## src/verilog/fdr_pkg.sv

```systemverilog
// Constants for the fan duty ramp and floor block.
// Assumes an APB slave with 32-bit data, one register per word.
package fdr_pkg;
    localparam logic [7:0] RAMP_CTRL_IDX   = 8'h63;
    localparam logic [7:0] FLOOR1_IDX      = 8'h64;
    localparam logic [7:0] FLOOR2_IDX      = 8'h65;
    localparam logic [7:0] FLOOR3_IDX      = 8'h66;
    localparam logic [7:0] MODE_IDX        = 8'h67;
    localparam logic [7:0] TARGET2_IDX     = 8'h68;
    localparam logic [7:0] TARGET3_IDX     = 8'h69;
    localparam logic [7:0] DUTY2_IDX       = 8'h6A;
    localparam logic [7:0] DUTY3_IDX       = 8'h6B;
    localparam logic [7:0] RAMP_CTRL_RST   = 8'h00;
    localparam logic [7:0] FLOOR_RST       = 8'h80;
    localparam logic [7:0] MODE_RST        = 8'h00;
    localparam logic [7:0] TARGET_RST      = 8'h00;
    localparam logic [7:0] DUTY_RST        = 8'h00;
    localparam int RATE3_LSB  = 0;
    localparam int EN3_BIT    = 3;
    localparam int RATE2_LSB  = 4;
    localparam int EN2_BIT    = 7;
    localparam int AUTO_BIT   = 0;
    localparam int HOLD2_BIT  = 1;
    localparam int HOLD3_BIT  = 2;
    localparam int ABOVE2_BIT = 3;
    localparam int ABOVE3_BIT = 4;
    localparam int CLK_HZ     = 50_000_000;
    localparam int SLOT_US    = 1000;
    localparam int SLOT_CYC   = CLK_HZ / 1_000_000 * SLOT_US;
endpackage

```

## src/verilog/fdr_ramp.sv

```systemverilog
// One ramp limiter: moves current duty toward target per time slot.
// Assumes slot_tick is a one-cycle pulse on sys_clk.
`timescale 1ns/1ps
module fdr_ramp (
    input  wire logic       sys_clk,
    input  wire logic       rstn,
    input  wire logic       slot_tick,
    input  wire logic       ramp_en,
    input  wire logic [2:0] rate,
    input  wire logic [7:0] target,
    output logic      [7:0] duty
);
    logic [7:0] duty_q;
    logic [7:0] duty_d;
    logic [7:0] step;
    logic [7:0] diff_up;
    logic [7:0] diff_dn;

    function automatic logic [7:0] rate_step(input logic [2:0] code);
        logic [7:0] s;
        s = 8'h01;
        unique case (code)
            3'h0: s = 8'h01;
            3'h1: s = 8'h02;
            3'h2: s = 8'h03;
            3'h3: s = 8'h05;
            3'h4: s = 8'h08;
            3'h5: s = 8'h0C;
            3'h6: s = 8'h18;
            3'h7: s = 8'h30;
        endcase
        return s;
    endfunction

    assign step    = rate_step(rate);
    assign diff_up = target - duty_q;
    assign diff_dn = duty_q - target;

    always_comb begin
        duty_d = duty_q;
        if (!ramp_en) begin
            duty_d = target;
        end else if (slot_tick && target > duty_q) begin
            duty_d = (diff_up > step) ? duty_q + step : target;
        end else if (slot_tick && target < duty_q) begin
            duty_d = (diff_dn > step) ? duty_q - step : target;
        end
    end

    always_ff @(posedge sys_clk or negedge rstn) begin
        if (!rstn) begin
            duty_q <= fdr_pkg::DUTY_RST;
        end else begin
            duty_q <= duty_d;
        end
    end

    assign duty = duty_q;
endmodule

```

## src/verilog/fdr_top.sv

```systemverilog
// Fan duty ramp limiter and floor duty registers with APB slave.
// Assumes APB master on sys_clk; temperature logic outside sets targets.
//
// Functional notes
// - Bits 2:0 set output 3 ramp rate
// - Codes map to steps 1,2,3,5,8,12,24,48
// - Bit 3 enables output 3 ramping
// - Bits 6:4 set output 2 ramp rate
// - Bit 7 enables output 2 ramping
// - Three floor registers, reset to 0x80
// - Floor value scales linearly to duty
// - Floor writes ignored in automatic mode
// - Above start, output runs from floor (outputs 2 and 3 only; output 1 always shows floor 1)
// - Below start, hold floor or zero (outputs 2 and 3 only; output 1 always shows floor 1)
//
// Implementation choice: the APB slave port.
`timescale 1ns/1ps
module fdr_top (
    input  wire logic        sys_clk,
    input  wire logic        rstn,
    input  wire logic        psel,
    input  wire logic        penable,
    input  wire logic        pwrite,
    input  wire logic [11:0] paddr,
    input  wire logic [31:0] pwdata,
    output logic      [31:0] prdata,
    output logic             pready,
    output logic             pslverr,
    output logic      [7:0]  fan_drive_1,
    output logic      [7:0]  fan_drive_2,
    output logic      [7:0]  fan_drive_3
);
    logic [7:0]  ramp_ctrl_q;
    logic [7:0]  floor_q [3];
    logic [7:0]  mode_q;
    logic [7:0]  target2_q;
    logic [7:0]  target3_q;
    logic [15:0] slot_cnt_q;
    logic        slot_tick;
    logic        wr_en;
    logic        rd_en;
    logic [9:0]  idx;
    logic        hit_ctrl;
    logic        hit_mode;
    logic        hit_tgt2;
    logic        hit_tgt3;
    logic        hit_duty2;
    logic        hit_duty3;
    logic [2:0]  hit_floor;
    logic        auto_mode;
    logic [7:0]  eff2;
    logic [7:0]  eff3;
    logic [7:0]  duty2;
    logic [7:0]  duty3;
    logic [7:0]  rd_byte;

    function automatic logic [7:0] floor_or_target(
        input logic       autom,
        input logic       above,
        input logic       hold,
        input logic [7:0] floor_v,
        input logic [7:0] tgt
    );
        logic [7:0] r;
        r = tgt;
        if (autom) begin
            if (above) begin
                r = (tgt < floor_v) ? floor_v : tgt;
            end else begin
                r = hold ? floor_v : 8'h00;
            end
        end
        return r;
    endfunction

    function automatic logic idx_hit(
        input logic [9:0] a,
        input logic [7:0] reg_idx
    );
        return a == {2'b00, reg_idx};
    endfunction

    assign idx       = paddr[11:2];
    assign wr_en     = psel && penable && pwrite;
    assign rd_en     = psel && !pwrite;
    assign auto_mode = mode_q[fdr_pkg::AUTO_BIT];
    assign pready    = 1'b1;
    assign pslverr   = 1'b0;

    // Address decode
    assign hit_ctrl     = idx_hit(idx, fdr_pkg::RAMP_CTRL_IDX);
    assign hit_floor[0] = idx_hit(idx, fdr_pkg::FLOOR1_IDX);
    assign hit_floor[1] = idx_hit(idx, fdr_pkg::FLOOR2_IDX);
    assign hit_floor[2] = idx_hit(idx, fdr_pkg::FLOOR3_IDX);
    assign hit_mode     = idx_hit(idx, fdr_pkg::MODE_IDX);
    assign hit_tgt2     = idx_hit(idx, fdr_pkg::TARGET2_IDX);
    assign hit_tgt3     = idx_hit(idx, fdr_pkg::TARGET3_IDX);
    assign hit_duty2    = idx_hit(idx, fdr_pkg::DUTY2_IDX);
    assign hit_duty3    = idx_hit(idx, fdr_pkg::DUTY3_IDX);

    // Slot timer for ramp steps
    assign slot_tick = (slot_cnt_q == 16'(fdr_pkg::SLOT_CYC - 1));
    always_ff @(posedge sys_clk or negedge rstn) begin
        if (!rstn) begin
            slot_cnt_q <= 16'h0000;
        end else begin
            slot_cnt_q <= slot_tick ? 16'h0000 : slot_cnt_q + 16'h0001;
        end
    end

    // Control registers
    always_ff @(posedge sys_clk or negedge rstn) begin
        if (!rstn) begin
            ramp_ctrl_q <= fdr_pkg::RAMP_CTRL_RST;
            mode_q      <= fdr_pkg::MODE_RST;
            target2_q   <= fdr_pkg::TARGET_RST;
            target3_q   <= fdr_pkg::TARGET_RST;
        end else if (wr_en) begin
            if (hit_ctrl) begin
                ramp_ctrl_q <= pwdata[7:0];
            end
            if (hit_mode) begin
                mode_q <= {3'h0, pwdata[4:0]};
            end
            if (hit_tgt2) begin
                target2_q <= pwdata[7:0];
            end
            if (hit_tgt3) begin
                target3_q <= pwdata[7:0];
            end
        end
    end

    // Floor duty registers, locked in automatic mode
    genvar gi;
    generate
        for (gi = 0; gi < 3; gi++) begin : g_floor
            always_ff @(posedge sys_clk or negedge rstn) begin
                if (!rstn) begin
                    floor_q[gi] <= fdr_pkg::FLOOR_RST;
                end else if (wr_en && !auto_mode && hit_floor[gi]) begin
                    floor_q[gi] <= pwdata[7:0];
                end
            end
        end
    endgenerate

    // Targets after floor and below-start selection
    assign eff2 = floor_or_target(auto_mode,
        mode_q[fdr_pkg::ABOVE2_BIT], mode_q[fdr_pkg::HOLD2_BIT],
        floor_q[1], target2_q);
    assign eff3 = floor_or_target(auto_mode,
        mode_q[fdr_pkg::ABOVE3_BIT], mode_q[fdr_pkg::HOLD3_BIT],
        floor_q[2], target3_q);

    fdr_ramp u_ramp2 (
        .sys_clk   (sys_clk),
        .rstn      (rstn),
        .slot_tick (slot_tick),
        .ramp_en   (ramp_ctrl_q[fdr_pkg::EN2_BIT]),
        .rate      (ramp_ctrl_q[fdr_pkg::RATE2_LSB +: 3]),
        .target    (eff2),
        .duty      (duty2)
    );

    fdr_ramp u_ramp3 (
        .sys_clk   (sys_clk),
        .rstn      (rstn),
        .slot_tick (slot_tick),
        .ramp_en   (ramp_ctrl_q[fdr_pkg::EN3_BIT]),
        .rate      (ramp_ctrl_q[fdr_pkg::RATE3_LSB +: 3]),
        .target    (eff3),
        .duty      (duty3)
    );

    // Duty value is linear 0x00..0xFF, passed out unchanged
    assign fan_drive_1 = floor_q[0];
    assign fan_drive_2 = duty2;
    assign fan_drive_3 = duty3;

    // Read mux, unmapped reads give zero
    assign rd_byte = ({8{hit_ctrl}}     & ramp_ctrl_q)
                   | ({8{hit_floor[0]}} & floor_q[0])
                   | ({8{hit_floor[1]}} & floor_q[1])
                   | ({8{hit_floor[2]}} & floor_q[2])
                   | ({8{hit_mode}}     & mode_q)
                   | ({8{hit_tgt2}}     & target2_q)
                   | ({8{hit_tgt3}}     & target3_q)
                   | ({8{hit_duty2}}    & duty2)
                   | ({8{hit_duty3}}    & duty3);

    always_ff @(posedge sys_clk or negedge rstn) begin
        if (!rstn) begin
            prdata <= 32'h0000_0000;
        end else if (rd_en && !penable) begin
            prdata <= {24'h000000, rd_byte};
        end
    end
endmodule

```

## config.mk

```make
export PLATFORM = sky130hd
export DESIGN_NAME = fdr_top
export DESIGN_NICKNAME = d
export VERILOG_FILES = /design/src/verilog/fdr_pkg.sv /design/src/verilog/fdr_ramp.sv /design/src/verilog/fdr_top.sv
export SDC_FILE = /design/constraint.sdc
export NUM_CORES = 1
export LEC_CHECK = 0
export BUFFER_PORTS_ARGS = -buffer_cell sky130_fd_sc_hd__buf_2
export CORE_ASPECT_RATIO = 1.5
export CORE_MARGIN = 4
export CORE_UTILIZATION = 45
export DETAILED_ROUTE_END_ITERATION = 8
export MAX_ROUTING_LAYER = met4
export PLACE_DENSITY_LB_ADDON = 0.08
export SYNTH_ARGS = -nofsm -noshare
export SYNTH_HDL_FRONTEND = slang
export SYNTH_SLANG_ARGS = --single-unit
```

## constraint.sdc

```tcl
create_clock -name sys_clk -period 6.8 [get_ports sys_clk]
set_clock_uncertainty 0.15 [all_clocks]
set_input_delay 0.34 -clock sys_clk [delete_from_list [all_inputs] [get_ports sys_clk]]
set_output_delay 0.34 -clock sys_clk [all_outputs]
set_load 0.03 [all_outputs]
```

**Yosys cells after proc, flatten, opt, wreduce, memory -nomap -nowiden**

Memory sizes are Yosys's and may differ from the RTL's.
Cells that the tools add are included.

- Reductions and logical operators: 19
- Bitwise gates (word level): 17
- Mux-type cells: 19
- Equal/unequal tests: 12
- $lt $le $gt $ge: 10
- Add/sub/neg operators: 9

Operator list:

| cell | number |
|---|---|
| 8-bit 2-to-1 mux | 18 |
| 10-bit by 7-bit equality test with 1-bit output (second input constant) | 9 |
| 8-bit AND | 8 |
| 8-bit bitwise OR | 8 |
| 8-bit greater-than comparator | 6 |
| 8-bit subtractor | 6 |
| 8-bit less-than comparator | 4 |
| 16-bit by 1-bit adder with 16-bit output (second input constant) | 1 |
| 8-bit adder | 2 |
| 16-bit equality test (second input constant) | 1 |
| 16-bit 2-to-1 mux | 1 |
| 1-bit logical AND | 12 |
| 8-bit by 5-bit AND with 8-bit output | 1 |
| 2-bit AND reduction | 4 |
| 3-bit by 1-bit inequality test with 1-bit output (second input constant) | 2 |
| 1-bit logical NOT | 3 |

- Memories kept: 2
- Output and inout port bits: 58
- Word-level logic and storage cells: 99
- Input port bits: 49
- Register bits after elaboration: 93
- Memory bits (read-only): 96

Memory list:

| memory | words | bits a word | read ports | clocked after memory_dff | write ports | RTL line | RTL |
|---|---|---|---|---|---|---|---|
| (name not given) | 8 | 6 | 1 | 0 | 0 | fdr_ramp.sv:22 | `unique case (code)` |
| (name not given) | 8 | 6 | 1 | 0 | 0 | fdr_ramp.sv:22 |  |

**Depth between registers and ports, before layout**

- Depth after elaboration: 10
- Depth in mapped cells: 25
- Mapped depth without buffers: 24

**Hierarchy**

Synthesis repeated with hierarchy kept, for this count alone.

- Cells, all modules: 1002
- Area total of the unflattened synthesis: 9190.1 um2

Modules (own cells, without submodules):

| module | area an instance (um2) | seq. area each (um2) | instances | cells each |
|---|---|---|---|---|
| fdr_top | 4809.6 | 1930.6 | 1 | 460 |
| fdr_ramp (u_ramp2) | 2298.5 | 200.2 | 1 | 290 |
| fdr_ramp (u_ramp3) | 2082.0 | 200.2 | 1 | 252 |

**Worst setup path before layout**

OpenSTA, ideal clock, no wires.

- Path kind: reg-to-reg
- Start: register floor_q[15] (netlist name)
- End: register u_ramp2.duty_q[3], in the netlist u_ramp2.duty[3]
- Library setup time: 126 ps
- Setup slack: 1755 ps
- Stages on the path, launching flop included: 25
- Data arrival time: 4769 ps
- Cell sequence: dfstp_2 -> inv_1 -> ha_1 -> a21oi_1 -> o21a_1 -> o21ai_2 -> a21o_1 -> buf_2 -> a22oi_1 -> inv_1 -> ha_1 -> clkbuf_1 -> and4_1 -> or3_1 -> nand2_1 -> nand2_1 -> a21oi_1 -> xnor2_1 -> ha_1 -> and4_1 -> a32oi_1 -> and4b_1 -> o21ai_2 -> o21ai_1 -> a221o_1

- Cells in the longest elaborated chain, start to end: 10

RTL lines:

| element | RTL line | RTL |
|---|---|---|
| from (decl) | fdr_top.sv:34 | `logic [7:0] floor_q [3];` |
| from (signal, indexed assignment) | fdr_top.sv:140 | `floor_q[gi] <= fdr_pkg::FLOOR_RST;` |
| from (signal, indexed assignment) | fdr_top.sv:142 | `floor_q[gi] <= pwdata[7:0];` |
| 8-bit less-than comparator | fdr_top.sv:68 | `r = (tgt < floor_v) ? floor_v : tgt;` |
| 8-bit 2-to-1 mux | fdr_top.sv:68 |  |
| 8-bit 2-to-1 mux (*) | fdr_top.sv:67 | `if (above) begin` |
| 8-bit 2-to-1 mux (*) | fdr_top.sv:66 | `if (autom) begin` |
| 8-bit subtractor | fdr_ramp.sv:37 | `assign diff_dn = duty_q - target;` |
| 8-bit greater-than comparator | fdr_ramp.sv:46 | `duty_d = (diff_dn > step) ? duty_q - step : target;` |
| 8-bit 2-to-1 mux | fdr_ramp.sv:46 |  |
| 8-bit 2-to-1 mux | fdr_ramp.sv:45 | `end else if (slot_tick && target < duty_q) begin` |
| 8-bit 2-to-1 mux | fdr_ramp.sv:43 | `end else if (slot_tick && target > duty_q) begin` |
| 8-bit 2-to-1 mux | fdr_ramp.sv:41 | `if (!ramp_en) begin` |
| to (signal assigned) | fdr_ramp.sv:52 | `duty_q <= fdr_pkg::DUTY_RST;` |
| to (signal assigned) | fdr_ramp.sv:54 | `duty_q <= duty_d;` |
| to (decl) | fdr_ramp.sv:13 | `logic [7:0] duty_q;` |

Every way passes the cells marked *; elsewhere a longest branch is shown, timed or not. The select of a mux whose other input is x is not followed.
A chain may end at the register's enable or synchronous reset.

**Worst setup path after layout**

Ends and elaborated chain as after synthesis.

==> flow_metrics.py <==
metrics = {
    "cells_and_area": {
        "nFillCells": 1951,
        "nets": 1200,
        "layout_commonest_cell": "dfrtp_1",
        "drive_gt1_share_pct": 14.4,
        "syn2layout_area_growth_pct": 7.66,
        "final_cell_mix": "dfrtp_1 (90), inv_1 (89), ha_1 (89)",
        "seqCellArea_mm2": 0.00233,
        "multiInputGateArea_mm2": 0.00587,
    },
    "sta": {
        "setup_tns_ps": 0,
        "slew_headroom_pct": 33.5,
        "setup_viol": 0,
        "worst_pin_slew_ps": 993,
        "fmax_ghz": 0.170,
        "holdWs_ps": 149,
        "period_needed_ps": 5880,
        "rsz0062_at_grt": "no",
        "slew_violations": 0,
        "finalHoldViolations": 0,
        "final.period_utilization_pct": 86.5,
    },
    "routing": {
        "drtIter0Drc": 555,
        "routed_wl_um": 26600,
        "via_per_inst": 5.79,
        "drt-met1-wl_um": 9860,
        "wl_per_cell_um": 20.2,
        "drc_errors": 0,
        "maxUsedRoutingLayer": "met4",
        "dr_wl_met2_um": 14600,
        "vias": 7626,
        "dr.pass1.iters": 7,
        "postRouteAntennaNets": 0,
        "met3_length_um": 610,
    },
    "pwr": {
        "p_total_w": 0.00144,
        "ir_drop_uv": 112,
        "power.density_mw_per_mm2": 151,
        "p_leak_nw": 4.56,
    },
    "run": {
        "drv_cap": 0,
    },
    "synth": {
        "avgSynthCellArea_um2": 8.62,
        "synthSimpleGateAreaFrac_pct": 15.8,
        "synth-edff-count": 0,
        "yosysTopAreaCell": "dfrtp_1",
        "yosys.area_share.xor_xnor_pct": 4.36,
        "synth_compound_area_share_pct": 24.4,
        "synth_fa_ha_area_share_pct": 14.0,
        "netlist_area_mm2": 0.00884,
        "synth.top_cell.area_share_pct": 25.5,
        "synth_top_family_by_area": "compound AO/OA/AOI/OAI gates",
        "synthTopCellsByArea": "dfrtp_1 (25%), ha_1 (13%), mux2_2 (4.6%), inv_1 (3.8%), nor2_1 (3.7%)",
        "yosysUniqueCellTypes": 87,
        "muxShareOfSynthArea_pct": 6.78,
        "synth_cells": 1025,
        "ys_ff_latch": 93,
        "ys_seq_area_share_pct": 26.4,
        "yosys_warnings": 0,
        "synth_flop_cell": "dfrtp_1",
        "synth-async-reset-ratio_pct": 100,
    },
    "floorplanning": {
        "die_y_um": 180,
        "dieWidth_um": 122,
        "die_area_mm2": 0.0220,
        "initial_utilization_pct": 45.9,
        "placement_rows": 62,
        "coreArea_mm2": 0.0192,
        "io_pins": 107,
    },
    "run_status": {
        "outcome": "completed",
    },
    "placed_design": {
        "portBuffers": 54,
        "dp_hpwl_um": 21700,
        "gp_congestion": 0.949,
    },
    "hold_path": {
        "hp-class": "in -> reg",
    },
    "clock_tree": {
        "clkLatencyLatePin_ps": 350,
        "ctsResizeCount": 0,
        "h-tree-depth": 3,
        "hold_buffers": 1,
        "cts_tree": "yes",
        "cts-root-buf": "clkbuf_16",
        "post-cts-setup-buffers": 0,
        "cts_inserted_buffers": 9,
        "clk_path_buf_depth": 2,
        "cts_sinks": 93,
        "clkTransAtPathRegs_ps": 80,
    },
    "global_routing": {
        "grt_pass1_vias": 7721,
        "antenna_found_initial": 0,
        "overflow": 0,
        "grt_usage_pct": 25.1,
        "grt_max_degree": 50,
        "grt_pass1_wl_um": 42000,
    },
    "critical_path": {
        "worstSetupStartpointType": "register",
        "worstSetupEndpoint": "u_ramp2.duty[3]$_DFFE_PN0P_",
        "endpoint_kind": "register",
        "cp-startpoint": "floor_q[15]$_DFFE_PN1P_",
        "arrival_ps": 5960,
        "cp_max_fo": 9,
        "ff2ff_setup_slack_ps": 920,
        "r2r_start": "floor_q[15]$_DFFE_PN1P_",
        "required_ps": 6880,
        "worstReg2RegEnd": "u_ramp2.duty[3]$_DFFE_PN0P_",
        "criticalPathCategory": "reg -> reg",
        "worstRegToRegCells": 22,
    },
}
flip-flops by register name, indices dropped and copies added, names as in the netlist:
name,cells
u_ramp3.duty,8
target2_q,8
mode_q,5
fan_drive_1,8
target3_q,8
floor_q,16
prdata,8
u_ramp2.duty,8
slot_cnt_q,16
ramp_ctrl_q,8
critical path: stages (launching register included):
cell and delay (ps):
dfstp_2 550, inv_1 50, ha_1 300, a21oi_1 130, o21a_1 240, o21ai_2 100, a21o_1 320, a22oi_1 510
inv_1 100, ha_1 410, and4_1 210, or3_1 390, nand2_1 80, nand2_1 50, a21oi_1 180, xnor2_1 140
ha_1 250, and4_1 180, a32oi_1 360, and4b_1 300, o21ai_2 340, o21ai_1 120, a221o_1 300
cells in the mapped netlist, types with 22 or more instances:
cell      instances
nor2_1           86
a21oi_1          53
nand3_1          22
buf_4            35
dfrtp_1          90
ha_1             89
nand2_1          66
clkbuf_1         28
o21ai_0          57
xnor2_1          24
inv_1            89
mux2_2           36
through the flow:
step	setup slack, ps	instances	utilization (%)	cell area (um2)
finish	921	1318	49.5	9520
global route	667	1317	49.5	9510
CTS	966	1317	49.5	9510
detailed placement	1000	1300	47.8	9200
global placement	1050	1300	47.8	9200
floorplan	1760	1049	-	8930
layout make-up:
class	instances	area share, %
Antenna cell	1	0.0263
Sequential cell	93	24.5
Multi-Input combinational cell	799	61.7
Tap cell	256	3.37
Inverter	90	3.55
Clock buffer	9	2.37
Timing Repair Buffer	63	3.60
Clock inverter	7	0.881
routing by layer:
metal / up-vias / track usage, %
met1: 3664 / 25.3
met2: 172 / 46.9
li1: 3716 / -
met4: 0 / 13.6
met3: 74 / 1.95
met5: - / -
report_power, final:
| group | leakage [nW] | switching (W) | internal [W] |
|---|---|---|---|
| registers | 1.14 | 0.0000112 | 0.000562 |
| clock network | 0.151 | 0.000250 | 0.000264 |
| logic | 3.27 | 0.000221 | 0.000128 |
| total | 4.56 | 0.000482 | 0.000954 |
how the worst min path moves through the flow:
stage / startpoint / endpoint / slack [ps] / cells after the start
finish: pwdata[7] / floor_q[15]$_DFFE_PN1P_ / 150 / 3
global route: pwdata[7] / floor_q[15]$_DFFE_PN1P_ / 150 / 3
CTS: pwdata[7] / floor_q[15]$_DFFE_PN1P_ / 140 / 3
detailed placement: rstn / ramp_ctrl_q[7]$_DFFE_PN0P_ / 230 / 1
global placement: rstn / ramp_ctrl_q[7]$_DFFE_PN0P_ / 230 / 1
floorplan: rstn / fan_drive_1[0]$_DFFE_PN0P_ / -110 / 0
kinds of logic (layout without fill, tap and decap cells):
kind of cell	after synthesis	count (layout)
multiplexers	55	55
XOR/XNOR	44	44
AO/OA/AOI/OAI	296	296
AND/OR/NAND/NOR	283	283
buffers and inverters	157	169
adder cells (fa/ha/maj)	95	95
flip-flops	93	93
other	2	27
Note: power is estimated with default switching activity, not from simulation.
